[src/hdl/way_reduction_params.svh]
// Constants for the cache way reduction and TLB error block.
// Included by the package and the design; definitions only.
`ifndef WAY_REDUCTION_PARAMS_SVH
`define WAY_REDUCTION_PARAMS_SVH
`define WAYS 4
`define WAY_W 2
`define IDX_W 8
`define TAG_W 32
`define DAT_W 32
`define CNT_W 8
`define WIN_W 24
// Avalon register offsets (byte addresses)
`define REG_CTRL 6'h00
`define REG_THRESH 6'h04
`define REG_WINDOW 6'h08
`define REG_AFSR 6'h0c
`define REG_UGESR 6'h10
`define REG_WAYMASK 6'h14
// Field positions
`define CTRL_HOLD_BIT 0
`define AFSR_L1I_BIT 0
`define AFSR_L1D_BIT 1
`define AFSR_L2_BIT 2
`define UGESR_DTLB_BIT 0
`define UGESR_ITLB_BIT 1
// Reset values
`define THRESH_RST 8'h04
`define WINDOW_RST 24'h0f4240
`define HOLD_RST 1'b0
`endif

[src/hdl/way_reduction_pkg.sv]
// Types for the cache way reduction and TLB error block.
// Assumes the params header is on the include path.
`include "way_reduction_params.svh"
package way_reduction_pkg;
  typedef logic [`WAYS-1:0][`CNT_W-1:0] way_cnt_t;
  typedef logic [`WAYS-1:0] way_mask_t;
  typedef enum logic [1:0] {L2_IDLE, L2_PENDING} l2_state_t;
  typedef struct packed {
    logic hold;
    logic [`CNT_W-1:0] thresh;
    logic [`WIN_W-1:0] window;
    logic [`WIN_W-1:0] win_cnt;
    way_cnt_t l1i_cnt;
    way_cnt_t l1d_cnt;
    way_cnt_t l2_cnt;
    way_mask_t l1i_dis;
    way_mask_t l1d_dis;
    way_mask_t l2_dis;
    l2_state_t l2_st;
    logic [`WAY_W-1:0] l2_way;
    logic [2:0] afsr;
    logic [1:0] ugesr;
    logic ack;
    logic [31:0] rdata;
    logic l1i_inv_entry;
    logic l1i_inv_way;
    logic l1d_wb_inv_entry;
    logic l1d_wb_inv_way;
    logic l2_inv_all;
    logic [`WAY_W-1:0] l1_way;
    logic [`WAY_W-1:0] l1d_way;
    logic [`IDX_W-1:0] l1i_idx;
    logic [`IDX_W-1:0] l1d_idx;
    logic restrain;
    logic urgent;
    logic fatal;
    logic set_assoc_tlb_inv;
    logic [1:0] full_assoc_tlb_fix_tag;
    logic [1:0] full_assoc_tlb_fix_data;
    logic lock;
  } state_t;
endpackage

[src/hdl/cache_way_reduction_tlb_error.sv]
// Error-driven cache way reduction and TLB error handling.
// Assumes error inputs are one-cycle pulses synchronous to mclk_in.
//
// The Avalon-MM register port and the register addresses were decided locally.
`timescale 1ns/1ps
`include "way_reduction_params.svh"
module cache_way_reduction_tlb_error
  import way_reduction_pkg::*;
(
  input wire logic mclk_in,
  input wire logic reset_n_in,
  input wire logic [5:0] avs_address_in,
  input wire logic avs_read_in,
  input wire logic avs_write_in,
  input wire logic [31:0] avs_writedata_in,
  output logic [31:0] avs_readdata_out,
  output logic avs_waitrequest_out,
  input wire logic l1i_tag_par_err_in,
  input wire logic l1i_dup_tag_par_err_in,
  input wire logic l1i_data_par_err_in,
  input wire logic [`WAY_W-1:0] l1i_err_way_in,
  input wire logic [`IDX_W-1:0] l1i_err_idx_in,
  input wire logic l1d_tag_par_err_in,
  input wire logic l1d_dup_tag_par_err_in,
  input wire logic l1d_data_ce_in,
  input wire logic l1d_data_unmarked_ue_in,
  input wire logic [`WAY_W-1:0] l1d_err_way_in,
  input wire logic [`IDX_W-1:0] l1d_err_idx_in,
  input wire logic l2_tag_ce_in,
  input wire logic l2_tag_ue_in,
  input wire logic l2_data_ce_in,
  input wire logic l2_data_unmarked_ue_in,
  input wire logic [`WAY_W-1:0] l2_err_way_in,
  input wire logic chk_valid_in,
  input wire logic chk_direct_in,
  input wire logic chk_instr_in,
  input wire logic chk_full_in,
  input wire logic [`TAG_W-1:0] set_assoc_tlb_tag_in,
  input wire logic set_assoc_tlb_tag_par_in,
  input wire logic [`DAT_W-1:0] set_assoc_tlb_data_in,
  input wire logic set_assoc_tlb_data_par_in,
  input wire logic [2:0] set_assoc_tlb_lock_in,
  input wire logic [1:0][`TAG_W-1:0] full_assoc_tlb_tag_in,
  input wire logic [1:0] full_assoc_tlb_tag_par_in,
  input wire logic [1:0][`DAT_W-1:0] full_assoc_tlb_data_in,
  input wire logic [1:0] full_assoc_tlb_data_par_in,
  output logic l1i_inv_entry_out,
  output logic l1i_inv_way_out,
  output logic [`WAY_W-1:0] l1i_way_out,
  output logic [`IDX_W-1:0] l1i_idx_out,
  output logic [`WAYS-1:0] l1i_way_disable_out,
  output logic l1d_wb_inv_entry_out,
  output logic l1d_wb_inv_way_out,
  output logic [`WAY_W-1:0] l1d_way_out,
  output logic [`IDX_W-1:0] l1d_idx_out,
  output logic [`WAYS-1:0] l1d_way_disable_out,
  output logic l2_inv_all_out,
  output logic [`WAYS-1:0] l2_way_disable_out,
  output logic restrainable_err_out,
  output logic instr_urgent_err_out,
  output logic fatal_err_out,
  output logic set_assoc_tlb_inv_out,
  output logic set_assoc_tlb_lock_out,
  output logic [1:0] full_assoc_tlb_fix_tag_out,
  output logic [1:0] full_assoc_tlb_fix_data_out
);
  state_t s_r;
  state_t s_nxt;

  // Returns {trip, new count}; trip resets the count so one burst trips once
  function automatic logic [`CNT_W:0] cnt_step(input logic [`CNT_W-1:0] cnt, input logic hit,
                                              input logic [`CNT_W-1:0] thr);
    logic [`CNT_W:0] inc;
    inc = {1'b0, cnt} + {{`CNT_W{1'b0}}, hit};
    if (hit && (inc > {1'b0, thr})) begin
      cnt_step = {1'b1, {`CNT_W{1'b0}}};
    end else if (inc[`CNT_W]) begin
      cnt_step = {1'b0, cnt};
    end else begin
      cnt_step = inc;
    end
  endfunction

  function automatic logic par_bad32(input logic [31:0] d, input logic p);
    par_bad32 = (^d) != p;
  endfunction

  function automatic logic [2:0] count_ones(input logic [`WAYS-1:0] m);
    count_ones = 3'h0;
    for (int i = 0; i < `WAYS; i++) begin
      count_ones = count_ones + {2'h0, m[i]};
    end
  endfunction

  logic l1i_hit;
  logic l1d_hit;
  logic l2_hit;
  logic [`WAYS-1:0] l1i_trip;
  logic [`WAYS-1:0] l1d_trip;
  logic [`WAYS-1:0] l2_trip;
  logic win_end;
  logic st_tag_bad;
  logic st_data_bad;
  logic st_bad;
  logic [1:0] ft_tag_bad;
  logic [1:0] ft_data_bad;
  logic ft_bad;
  logic tlb_bad;
  logic req;

  assign l1i_hit = l1i_tag_par_err_in | l1i_dup_tag_par_err_in | l1i_data_par_err_in;
  assign l1d_hit = l1d_tag_par_err_in | l1d_dup_tag_par_err_in | l1d_data_ce_in | l1d_data_unmarked_ue_in;
  assign l2_hit = l2_tag_ce_in | l2_tag_ue_in | l2_data_ce_in | l2_data_unmarked_ue_in;
  assign win_end = (s_r.win_cnt >= s_r.window);

  assign st_tag_bad = par_bad32(set_assoc_tlb_tag_in, set_assoc_tlb_tag_par_in);
  assign st_data_bad = par_bad32(set_assoc_tlb_data_in, set_assoc_tlb_data_par_in);
  assign st_bad = st_tag_bad | st_data_bad;
  assign ft_tag_bad = {par_bad32(full_assoc_tlb_tag_in[1], full_assoc_tlb_tag_par_in[1]),
                       par_bad32(full_assoc_tlb_tag_in[0], full_assoc_tlb_tag_par_in[0])};
  assign ft_data_bad = {par_bad32(full_assoc_tlb_data_in[1], full_assoc_tlb_data_par_in[1]),
                        par_bad32(full_assoc_tlb_data_in[0], full_assoc_tlb_data_par_in[0])};
  assign ft_bad = |{ft_tag_bad, ft_data_bad};
  assign tlb_bad = chk_full_in ? ft_bad : st_bad;
  assign req = avs_read_in | avs_write_in;

  always_comb begin
    logic [`CNT_W:0] step;
    logic [2:0] set_af;
    logic [1:0] set_ug;
    logic wr;
    step = '0;
    set_af = 3'h0;
    set_ug = 2'h0;
    wr = avs_write_in & s_r.ack;
    s_nxt = s_r;
    l1i_trip = '0;
    l1d_trip = '0;
    l2_trip = '0;
    s_nxt.l1i_inv_entry = 1'b0;
    s_nxt.l1i_inv_way = 1'b0;
    s_nxt.l1d_wb_inv_entry = 1'b0;
    s_nxt.l1d_wb_inv_way = 1'b0;
    s_nxt.l2_inv_all = 1'b0;
    s_nxt.restrain = 1'b0;
    s_nxt.urgent = 1'b0;
    s_nxt.fatal = 1'b0;
    s_nxt.set_assoc_tlb_inv = 1'b0;
    s_nxt.full_assoc_tlb_fix_tag = 2'h0;
    s_nxt.full_assoc_tlb_fix_data = 2'h0;
    s_nxt.win_cnt = win_end ? '0 : s_r.win_cnt + 1'b1;
    for (int w = 0; w < `WAYS; w++) begin
      step = cnt_step(s_r.l1i_cnt[w], l1i_hit && (l1i_err_way_in == w[`WAY_W-1:0]), s_r.thresh);
      s_nxt.l1i_cnt[w] = win_end ? '0 : step[`CNT_W-1:0];
      l1i_trip[w] = step[`CNT_W];
      step = cnt_step(s_r.l1d_cnt[w], l1d_hit && (l1d_err_way_in == w[`WAY_W-1:0]), s_r.thresh);
      s_nxt.l1d_cnt[w] = win_end ? '0 : step[`CNT_W-1:0];
      l1d_trip[w] = step[`CNT_W];
      step = cnt_step(s_r.l2_cnt[w], l2_hit && !s_r.l2_dis[w] && (l2_err_way_in == w[`WAY_W-1:0]),
                      s_r.thresh);
      s_nxt.l2_cnt[w] = win_end ? '0 : step[`CNT_W-1:0];
      l2_trip[w] = step[`CNT_W];
    end
    if (|l1i_trip) begin
      s_nxt.l1_way = l1i_err_way_in;
      s_nxt.l1i_idx = l1i_err_idx_in;
      if (|s_r.l1i_dis) begin
        // Entry only once a way is gone
        s_nxt.l1i_inv_entry = 1'b1;
      end else begin
        // Whole way out, flag and error
        s_nxt.l1i_inv_way = 1'b1;
        s_nxt.l1i_dis[l1i_err_way_in] = 1'b1;
        set_af[`AFSR_L1I_BIT] = 1'b1;
        s_nxt.restrain = 1'b1;
      end
    end
    if (|l1d_trip) begin
      s_nxt.l1d_way = l1d_err_way_in;
      s_nxt.l1d_idx = l1d_err_idx_in;
      if (|s_r.l1d_dis) begin
        s_nxt.l1d_wb_inv_entry = 1'b1;
      end else begin
        // Flush dirty lines, drop the way
        s_nxt.l1d_wb_inv_way = 1'b1;
        s_nxt.l1d_dis[l1d_err_way_in] = 1'b1;
        set_af[`AFSR_L1D_BIT] = 1'b1;
        s_nxt.restrain = 1'b1;
      end
    end
    // Only one pending level two reduction; later trips while pending are dropped
    if ((|l2_trip) && (s_r.l2_st == L2_IDLE)) begin
      s_nxt.l2_st = L2_PENDING;
      s_nxt.l2_way = l2_err_way_in;
    end
    case (s_r.l2_st)
      L2_PENDING: begin
        if (!s_r.hold) begin
          s_nxt.l2_st = L2_IDLE;
          s_nxt.l2_inv_all = 1'b1;
          set_af[`AFSR_L2_BIT] = 1'b1;
          s_nxt.restrain = 1'b1;
          if (count_ones(~s_r.l2_dis) > 3'h1) begin
            s_nxt.l2_dis[s_r.l2_way] = 1'b1;
          end
        end
      end
      default: begin
      end
    endcase
    // Checks on translation and direct reads
    if (chk_valid_in) begin
      if (chk_direct_in) begin
        if (tlb_bad) begin
          set_ug[chk_instr_in ? `UGESR_ITLB_BIT : `UGESR_DTLB_BIT] = 1'b1;
          s_nxt.urgent = 1'b1;
        end
      end else if (!chk_full_in) begin
        s_nxt.set_assoc_tlb_inv = st_bad;
      end else begin
        // Repair bad copy from good one
        s_nxt.full_assoc_tlb_fix_tag = (ft_tag_bad == 2'b01) ? 2'b01 : ((ft_tag_bad == 2'b10) ? 2'b10 : 2'b00);
        s_nxt.full_assoc_tlb_fix_data = (ft_data_bad == 2'b01) ? 2'b01 : ((ft_data_bad == 2'b10) ? 2'b10 : 2'b00);
        s_nxt.fatal = (&ft_tag_bad) | (&ft_data_bad);
      end
    end
    s_nxt.lock = (set_assoc_tlb_lock_in[0] & set_assoc_tlb_lock_in[1]) |
                 (set_assoc_tlb_lock_in[0] & set_assoc_tlb_lock_in[2]) |
                 (set_assoc_tlb_lock_in[1] & set_assoc_tlb_lock_in[2]);
    // Bus: one wait cycle, then answer; status writes are write-one-to-clear
    s_nxt.ack = req & ~s_r.ack;
    if (wr) begin
      if (avs_address_in == `REG_CTRL) begin
        s_nxt.hold = avs_writedata_in[`CTRL_HOLD_BIT];
      end else if (avs_address_in == `REG_THRESH) begin
        s_nxt.thresh = avs_writedata_in[`CNT_W-1:0];
      end else if (avs_address_in == `REG_WINDOW) begin
        s_nxt.window = avs_writedata_in[`WIN_W-1:0];
      end else if (avs_address_in == `REG_AFSR) begin
        s_nxt.afsr = s_r.afsr & ~avs_writedata_in[2:0];
      end else if (avs_address_in == `REG_UGESR) begin
        s_nxt.ugesr = s_r.ugesr & ~avs_writedata_in[1:0];
      end
    end
    // Hardware set wins over a same-cycle software clear
    s_nxt.afsr = s_nxt.afsr | set_af;
    s_nxt.ugesr = s_nxt.ugesr | set_ug;
    if (req && !s_r.ack) begin
      if (avs_address_in == `REG_CTRL) begin
        s_nxt.rdata = {31'h0, s_r.hold};
      end else if (avs_address_in == `REG_THRESH) begin
        s_nxt.rdata = {{(32-`CNT_W){1'b0}}, s_r.thresh};
      end else if (avs_address_in == `REG_WINDOW) begin
        s_nxt.rdata = {{(32-`WIN_W){1'b0}}, s_r.window};
      end else if (avs_address_in == `REG_AFSR) begin
        s_nxt.rdata = {29'h0, s_r.afsr};
      end else if (avs_address_in == `REG_UGESR) begin
        s_nxt.rdata = {30'h0, s_r.ugesr};
      end else if (avs_address_in == `REG_WAYMASK) begin
        s_nxt.rdata = {20'h0, s_r.l2_dis, s_r.l1d_dis, s_r.l1i_dis};
      end else begin
        s_nxt.rdata = 32'h0;
      end
    end
  end

  always_ff @(posedge mclk_in) begin
    if (!reset_n_in) begin
      s_r <= '0;
      s_r.hold <= `HOLD_RST;
      s_r.thresh <= `THRESH_RST;
      s_r.window <= `WINDOW_RST;
      s_r.l2_st <= L2_IDLE;
    end else begin
      s_r <= s_nxt;
    end
  end

  assign avs_readdata_out = s_r.rdata;
  assign avs_waitrequest_out = req & ~s_r.ack;
  assign l1i_inv_entry_out = s_r.l1i_inv_entry;
  assign l1i_inv_way_out = s_r.l1i_inv_way;
  assign l1i_way_out = s_r.l1_way;
  assign l1i_idx_out = s_r.l1i_idx;
  assign l1i_way_disable_out = s_r.l1i_dis;
  assign l1d_wb_inv_entry_out = s_r.l1d_wb_inv_entry;
  assign l1d_wb_inv_way_out = s_r.l1d_wb_inv_way;
  assign l1d_way_out = s_r.l1d_way;
  assign l1d_idx_out = s_r.l1d_idx;
  assign l1d_way_disable_out = s_r.l1d_dis;
  assign l2_inv_all_out = s_r.l2_inv_all;
  assign l2_way_disable_out = s_r.l2_dis;
  assign restrainable_err_out = s_r.restrain;
  assign instr_urgent_err_out = s_r.urgent;
  assign fatal_err_out = s_r.fatal;
  assign set_assoc_tlb_inv_out = s_r.set_assoc_tlb_inv;
  assign set_assoc_tlb_lock_out = s_r.lock;
  assign full_assoc_tlb_fix_tag_out = s_r.full_assoc_tlb_fix_tag;
  assign full_assoc_tlb_fix_data_out = s_r.full_assoc_tlb_fix_data;
endmodule

[config.mk]
export PLATFORM = sky130hd
export DESIGN_NAME = cache_way_reduction_tlb_error
export DESIGN_NICKNAME = d
export VERILOG_FILES = /design/src/hdl/way_reduction_pkg.sv /design/src/hdl/cache_way_reduction_tlb_error.sv
export VERILOG_INCLUDE_DIRS = /design/src /design/src/hdl
export SDC_FILE = /design/constraint.sdc
export NUM_CORES = 1
export LEC_CHECK = 0
export BUFFER_PORTS_ARGS = -buffer_cell sky130_fd_sc_hd__buf_4
export CAP_MARGIN = 20
export CORE_UTILIZATION = 38
export CTS_CLUSTER_DIAMETER = 200
export CTS_CLUSTER_SIZE = 12
export DETAILED_ROUTE_END_ITERATION = 8
export PLACE_DENSITY_LB_ADDON = 0.12
export SYNTH_ARGS = -nofsm -noshare
export SYNTH_HDL_FRONTEND = slang
export SYNTH_SLANG_ARGS = --single-unit
[constraint.sdc]
create_clock -name mclk_in -period 12.05 [get_ports mclk_in]
set_clock_uncertainty 0.05 [all_clocks]
set_input_delay 1.205 -clock mclk_in [delete_from_list [all_inputs] [get_ports mclk_in]]
set_output_delay 1.205 -clock mclk_in [all_outputs]
set_load 0.005 [all_outputs]
==> results.md <==
- Run status: complete, no violations
- Cell mode on critical path: ha_1
- Power density cells: ~100 nW/µm²
- Sequential area share after synthesis: 0.303
- Pin slew with the least headroom to its limit: about 1.1 ns
- Util after Layout: 0.464
- Inserted Clock Buffers: 23
- Core Footprint: between 30000 and 40000 µm²
- Clock sink count: between 200 and 250
- Min-Delay Path Class: reg -> reg
- CP Capture Type: register
- GRT Util Overall: 0.214
- Top-area cell type share of the netlist area: 0.303
- Pin count of the biggest net entering global routing: slightly below 90
- P_leak: 7.87 nW
- Worst path required time: around 12 ns
- Tmin final: between 5 and 6 ns
- CTS tree: done
- Largest family of logic cells by synthesized area: simple AND/OR/NAND/NOR gates
- NumNets Final: approximately 2.4k
- Count leader, synth: dfxtp_1
- Post-Synth Adder-Cell Area: 0.119
- Die area: 41400 µm²
- Fin crit share: 0.436
- CP delay by family, top: simple AND/OR/NAND/NOR gates
- Crit path cell chain: buf_4 -> nor3_1 -> nor2_1 -> nand2_1 -> inv_1 -> ha_1 -> ha_1 -> ha_1 -> nor2b_1 -> o21a_1 -> o21ai_1 -> a21oi_1 -> o41ai_1 -> a21oi_2 -> nor4_4 -> nor2_1 -> o31a_1
- Total iterations of the first detailed-routing run: 7
- Hold-fix buffers, CTS: 0
- Crit-path max cell delay: approximately 0.91 ns
- # DRC: 0
- Yosys warnings: 0
- Vias in the first global route: about 13k
- Max-slew headroom: 0.290
- Pint: roughly 1.3 mW
- Setup TNS: 0 ns
- Worst hold slack: ~0.4 ns
- Routed wire length: between 40000 and 50000 µm
- Layout Cells excl Fill: approximately 2.5k
- Psw: between 0.5 and 0.6 mW
- Effective utilization at floorplan: 0.387
- Initial antenna violation count: 1
- Simple-gate portion of the synthesized area: 0.189
- Post-DP HPWL: about 34000 µm
- Synth cell count leaders: 233 x dfxtp_1, 219 x xnor2_1, 145 x ha_1
- FP Rows: 73
- Bufs and invs on worst path: 2
- Sequential share of power: 0.429
- GRT Residual Overflow: 0
- Yosys top cell by area: dfxtp_1
- F_max: 190 MHz
- Final WS setup: a little under 7 ns
- IO Count: ~360
- Synth Area per Inst: 8.67 µm²
- Peak VDD IR: about 77 µV
- EDFF count, synth: 0
- Clock Power Share: 0.344
- ANT nets after route: 0
- Logic gate share of total power: 0.227
- CP Max Fanout: 12
- CTS H-tree lvls: 1
- Mux contribution to synthesized area: 0.0279
- DR vias: 13.1k
- Die Ht: slightly above 200 µm
- Worst setup path class: in -> reg
- First-pass GRT wire length: between 60000 and 70000 µm
- Mapped Area: ~15000 µm²
- Area delta synth->final: 20.0%
- Synth area leaders: dfxtp_1 30%, xnor2_1 12%, ha_1 12%
- Port Buf Inserts: 342
- Slew Viols, Final: 0
- Worst skew pair latency: about 0.53 ns
- DR WL/cell: approximately 18 µm
- Critical path data arrival time: about 5.6 ns
- Placer congestion estimate: slightly above 0.9
- Pre-CTS setup slack: 6.13 ns
- Vias per inst: about 5.2
- Cell count after placement: approximately 2.5k
- Post-synth cell types: between 60 and 70
- Slowest CP cell: nor4_4
- Clock-pin slew reported for the worst setup and hold paths after clock tree synthesis: about 0.060 ns
- Gate Count Post-Synth: ~1.8k
- Layout cells sized above 1: 0.202
- Startpoint Class: input pin
- Predominant post-synthesis flop cell: dfxtp_1
- XOR/XNOR share of the synthesized area: 0.164
- Max-cap violations: 0
- RSZ-0062 raised after global routing: false
- Post-CTS Setup Inserts: 0
- Synth async-reset ratio: 0
- Reg-to-reg slack, setup: ~7.7 ns
- Die width: 203 µm
- Compound-gate portion of the synthesized area: 0.128
- Max clock buf depth: 3
- PostCTS Resize Cnt: 0
- Sw frac: 0.275
- Fin. Hold Viols: 0
- Synthesized flop and latch total: about 230
- Initial DRC count: approximately 620
- Root Driver: clkbuf_16
- Final setup viols: 0
[cell type report]
cell class                      instances  area, µm²
Multi-Input combinational cell       1347       9720
Antenna cell                            1       2.50
Clock buffer                           23        576
Fill cell                            3915      21300
Inverter                               58        218
Tap cell                              525        657
Sequential cell                       233       4660
Clock inverter                          1       8.76
Timing Repair Buffer                  353       2650
[cells by family (layout without fill, tap and decap cells)]
family,after synthesis,count (layout)
buffers and inverters,204,435
multiplexers,43,43
flip-flops,233,233
AND/OR/NAND/NOR,571,571
adder cells (fa/ha/maj),146,146
other,1,9
AO/OA/AOI/OAI,291,291
XOR/XNOR,288,288
[power by group through the flow]
stage	sequential, mW	clock (mW)	combinational [mW]
after floorplan	0.808	0	0.278
after global placement	0.810	0	0.420
after detailed placement	0.810	0	0.424
after CTS	0.793	0.659	0.426
after global routing	0.794	0.689	0.460
final	0.793	0.636	0.418
[per-layer routing]
| layer | share of wire | GRT usage |
|---|---|---|
| met3 | 0.048 | 0.0273 |
| met1 | 0.41 | 0.254 |
| met4 | 0.039 | 0.0792 |
| met2 | 0.51 | 0.388 |
| met5 | 0 | 0 |
[layout by cell type, fill, tap and decap left out, types with 9 or more instances in the layout]
cell type and instances:
nand2_1 140, a21oi_1 39, ha_1 145, mux2i_1 43
inv_1 56, nor2b_1 41, nor2_1 79, buf_4 351
nor4_2 10, clkbuf_16 23, and3_1 19, o21a_1 25
dfxtp_1 233, nor4_1 17, a21boi_0 36, nor3_1 110
nand3_1 82, o211ai_1 15, a21o_1 21, nand2b_1 9
o21ai_0 93, nand4_1 25, xnor2_1 219, xor2_1 69
[worst paths after layout]
check                                           end                                from  cells after the start
setup / recovery    restrainable_err_out$_SDFF_PN0_              l1i_dup_tag_par_err_in                     17
hold / removal    avs_readdata_out[14]$_SDFFE_PN0P_   avs_readdata_out[14]$_SDFFE_PN0P_                      2
setup reg to reg               s_r[73]$_SDFFE_PN0P_  l2_way_disable_out[0]$_SDFFE_PN0P_                     16
hold reg to reg   avs_readdata_out[14]$_SDFFE_PN0P_   avs_readdata_out[14]$_SDFFE_PN0P_                      2
[worst register-to-register path: cells and delay by family (launching register included)]
kind / cells / cell delay [ns]
DFF: 1 / 0.42
and+or+nand+nor: 7 / 1.48
xor gates and xnor gates: 1 / 0.12
adders and majority gates: 3 / 0.85
AOI/OAI and AO/OA: 5 / 1.36
[per-stage QoR]
step | area (µm²) | total power, mW
after floorplan | 15400 | 1.09
final | 18500 | 1.85
after global routing | 18500 | 1.94
after detailed placement | 17900 | 1.23
after global placement | 17900 | 1.23
after CTS | 18500 | 1.88
[sequential cells by signal, indices dropped and copies added (netlist names), 4 cells and up]
| name | flops |
|---|---|
| avs_readdata_out | 24 |
| s_r | 163 |
| l1i_way_disable_out | 4 |
| l1d_way_disable_out | 4 |
| l1d_idx_out | 8 |
| l1i_idx_out | 8 |
| l2_way_disable_out | 4 |
(Power assumes the default switching activity.)
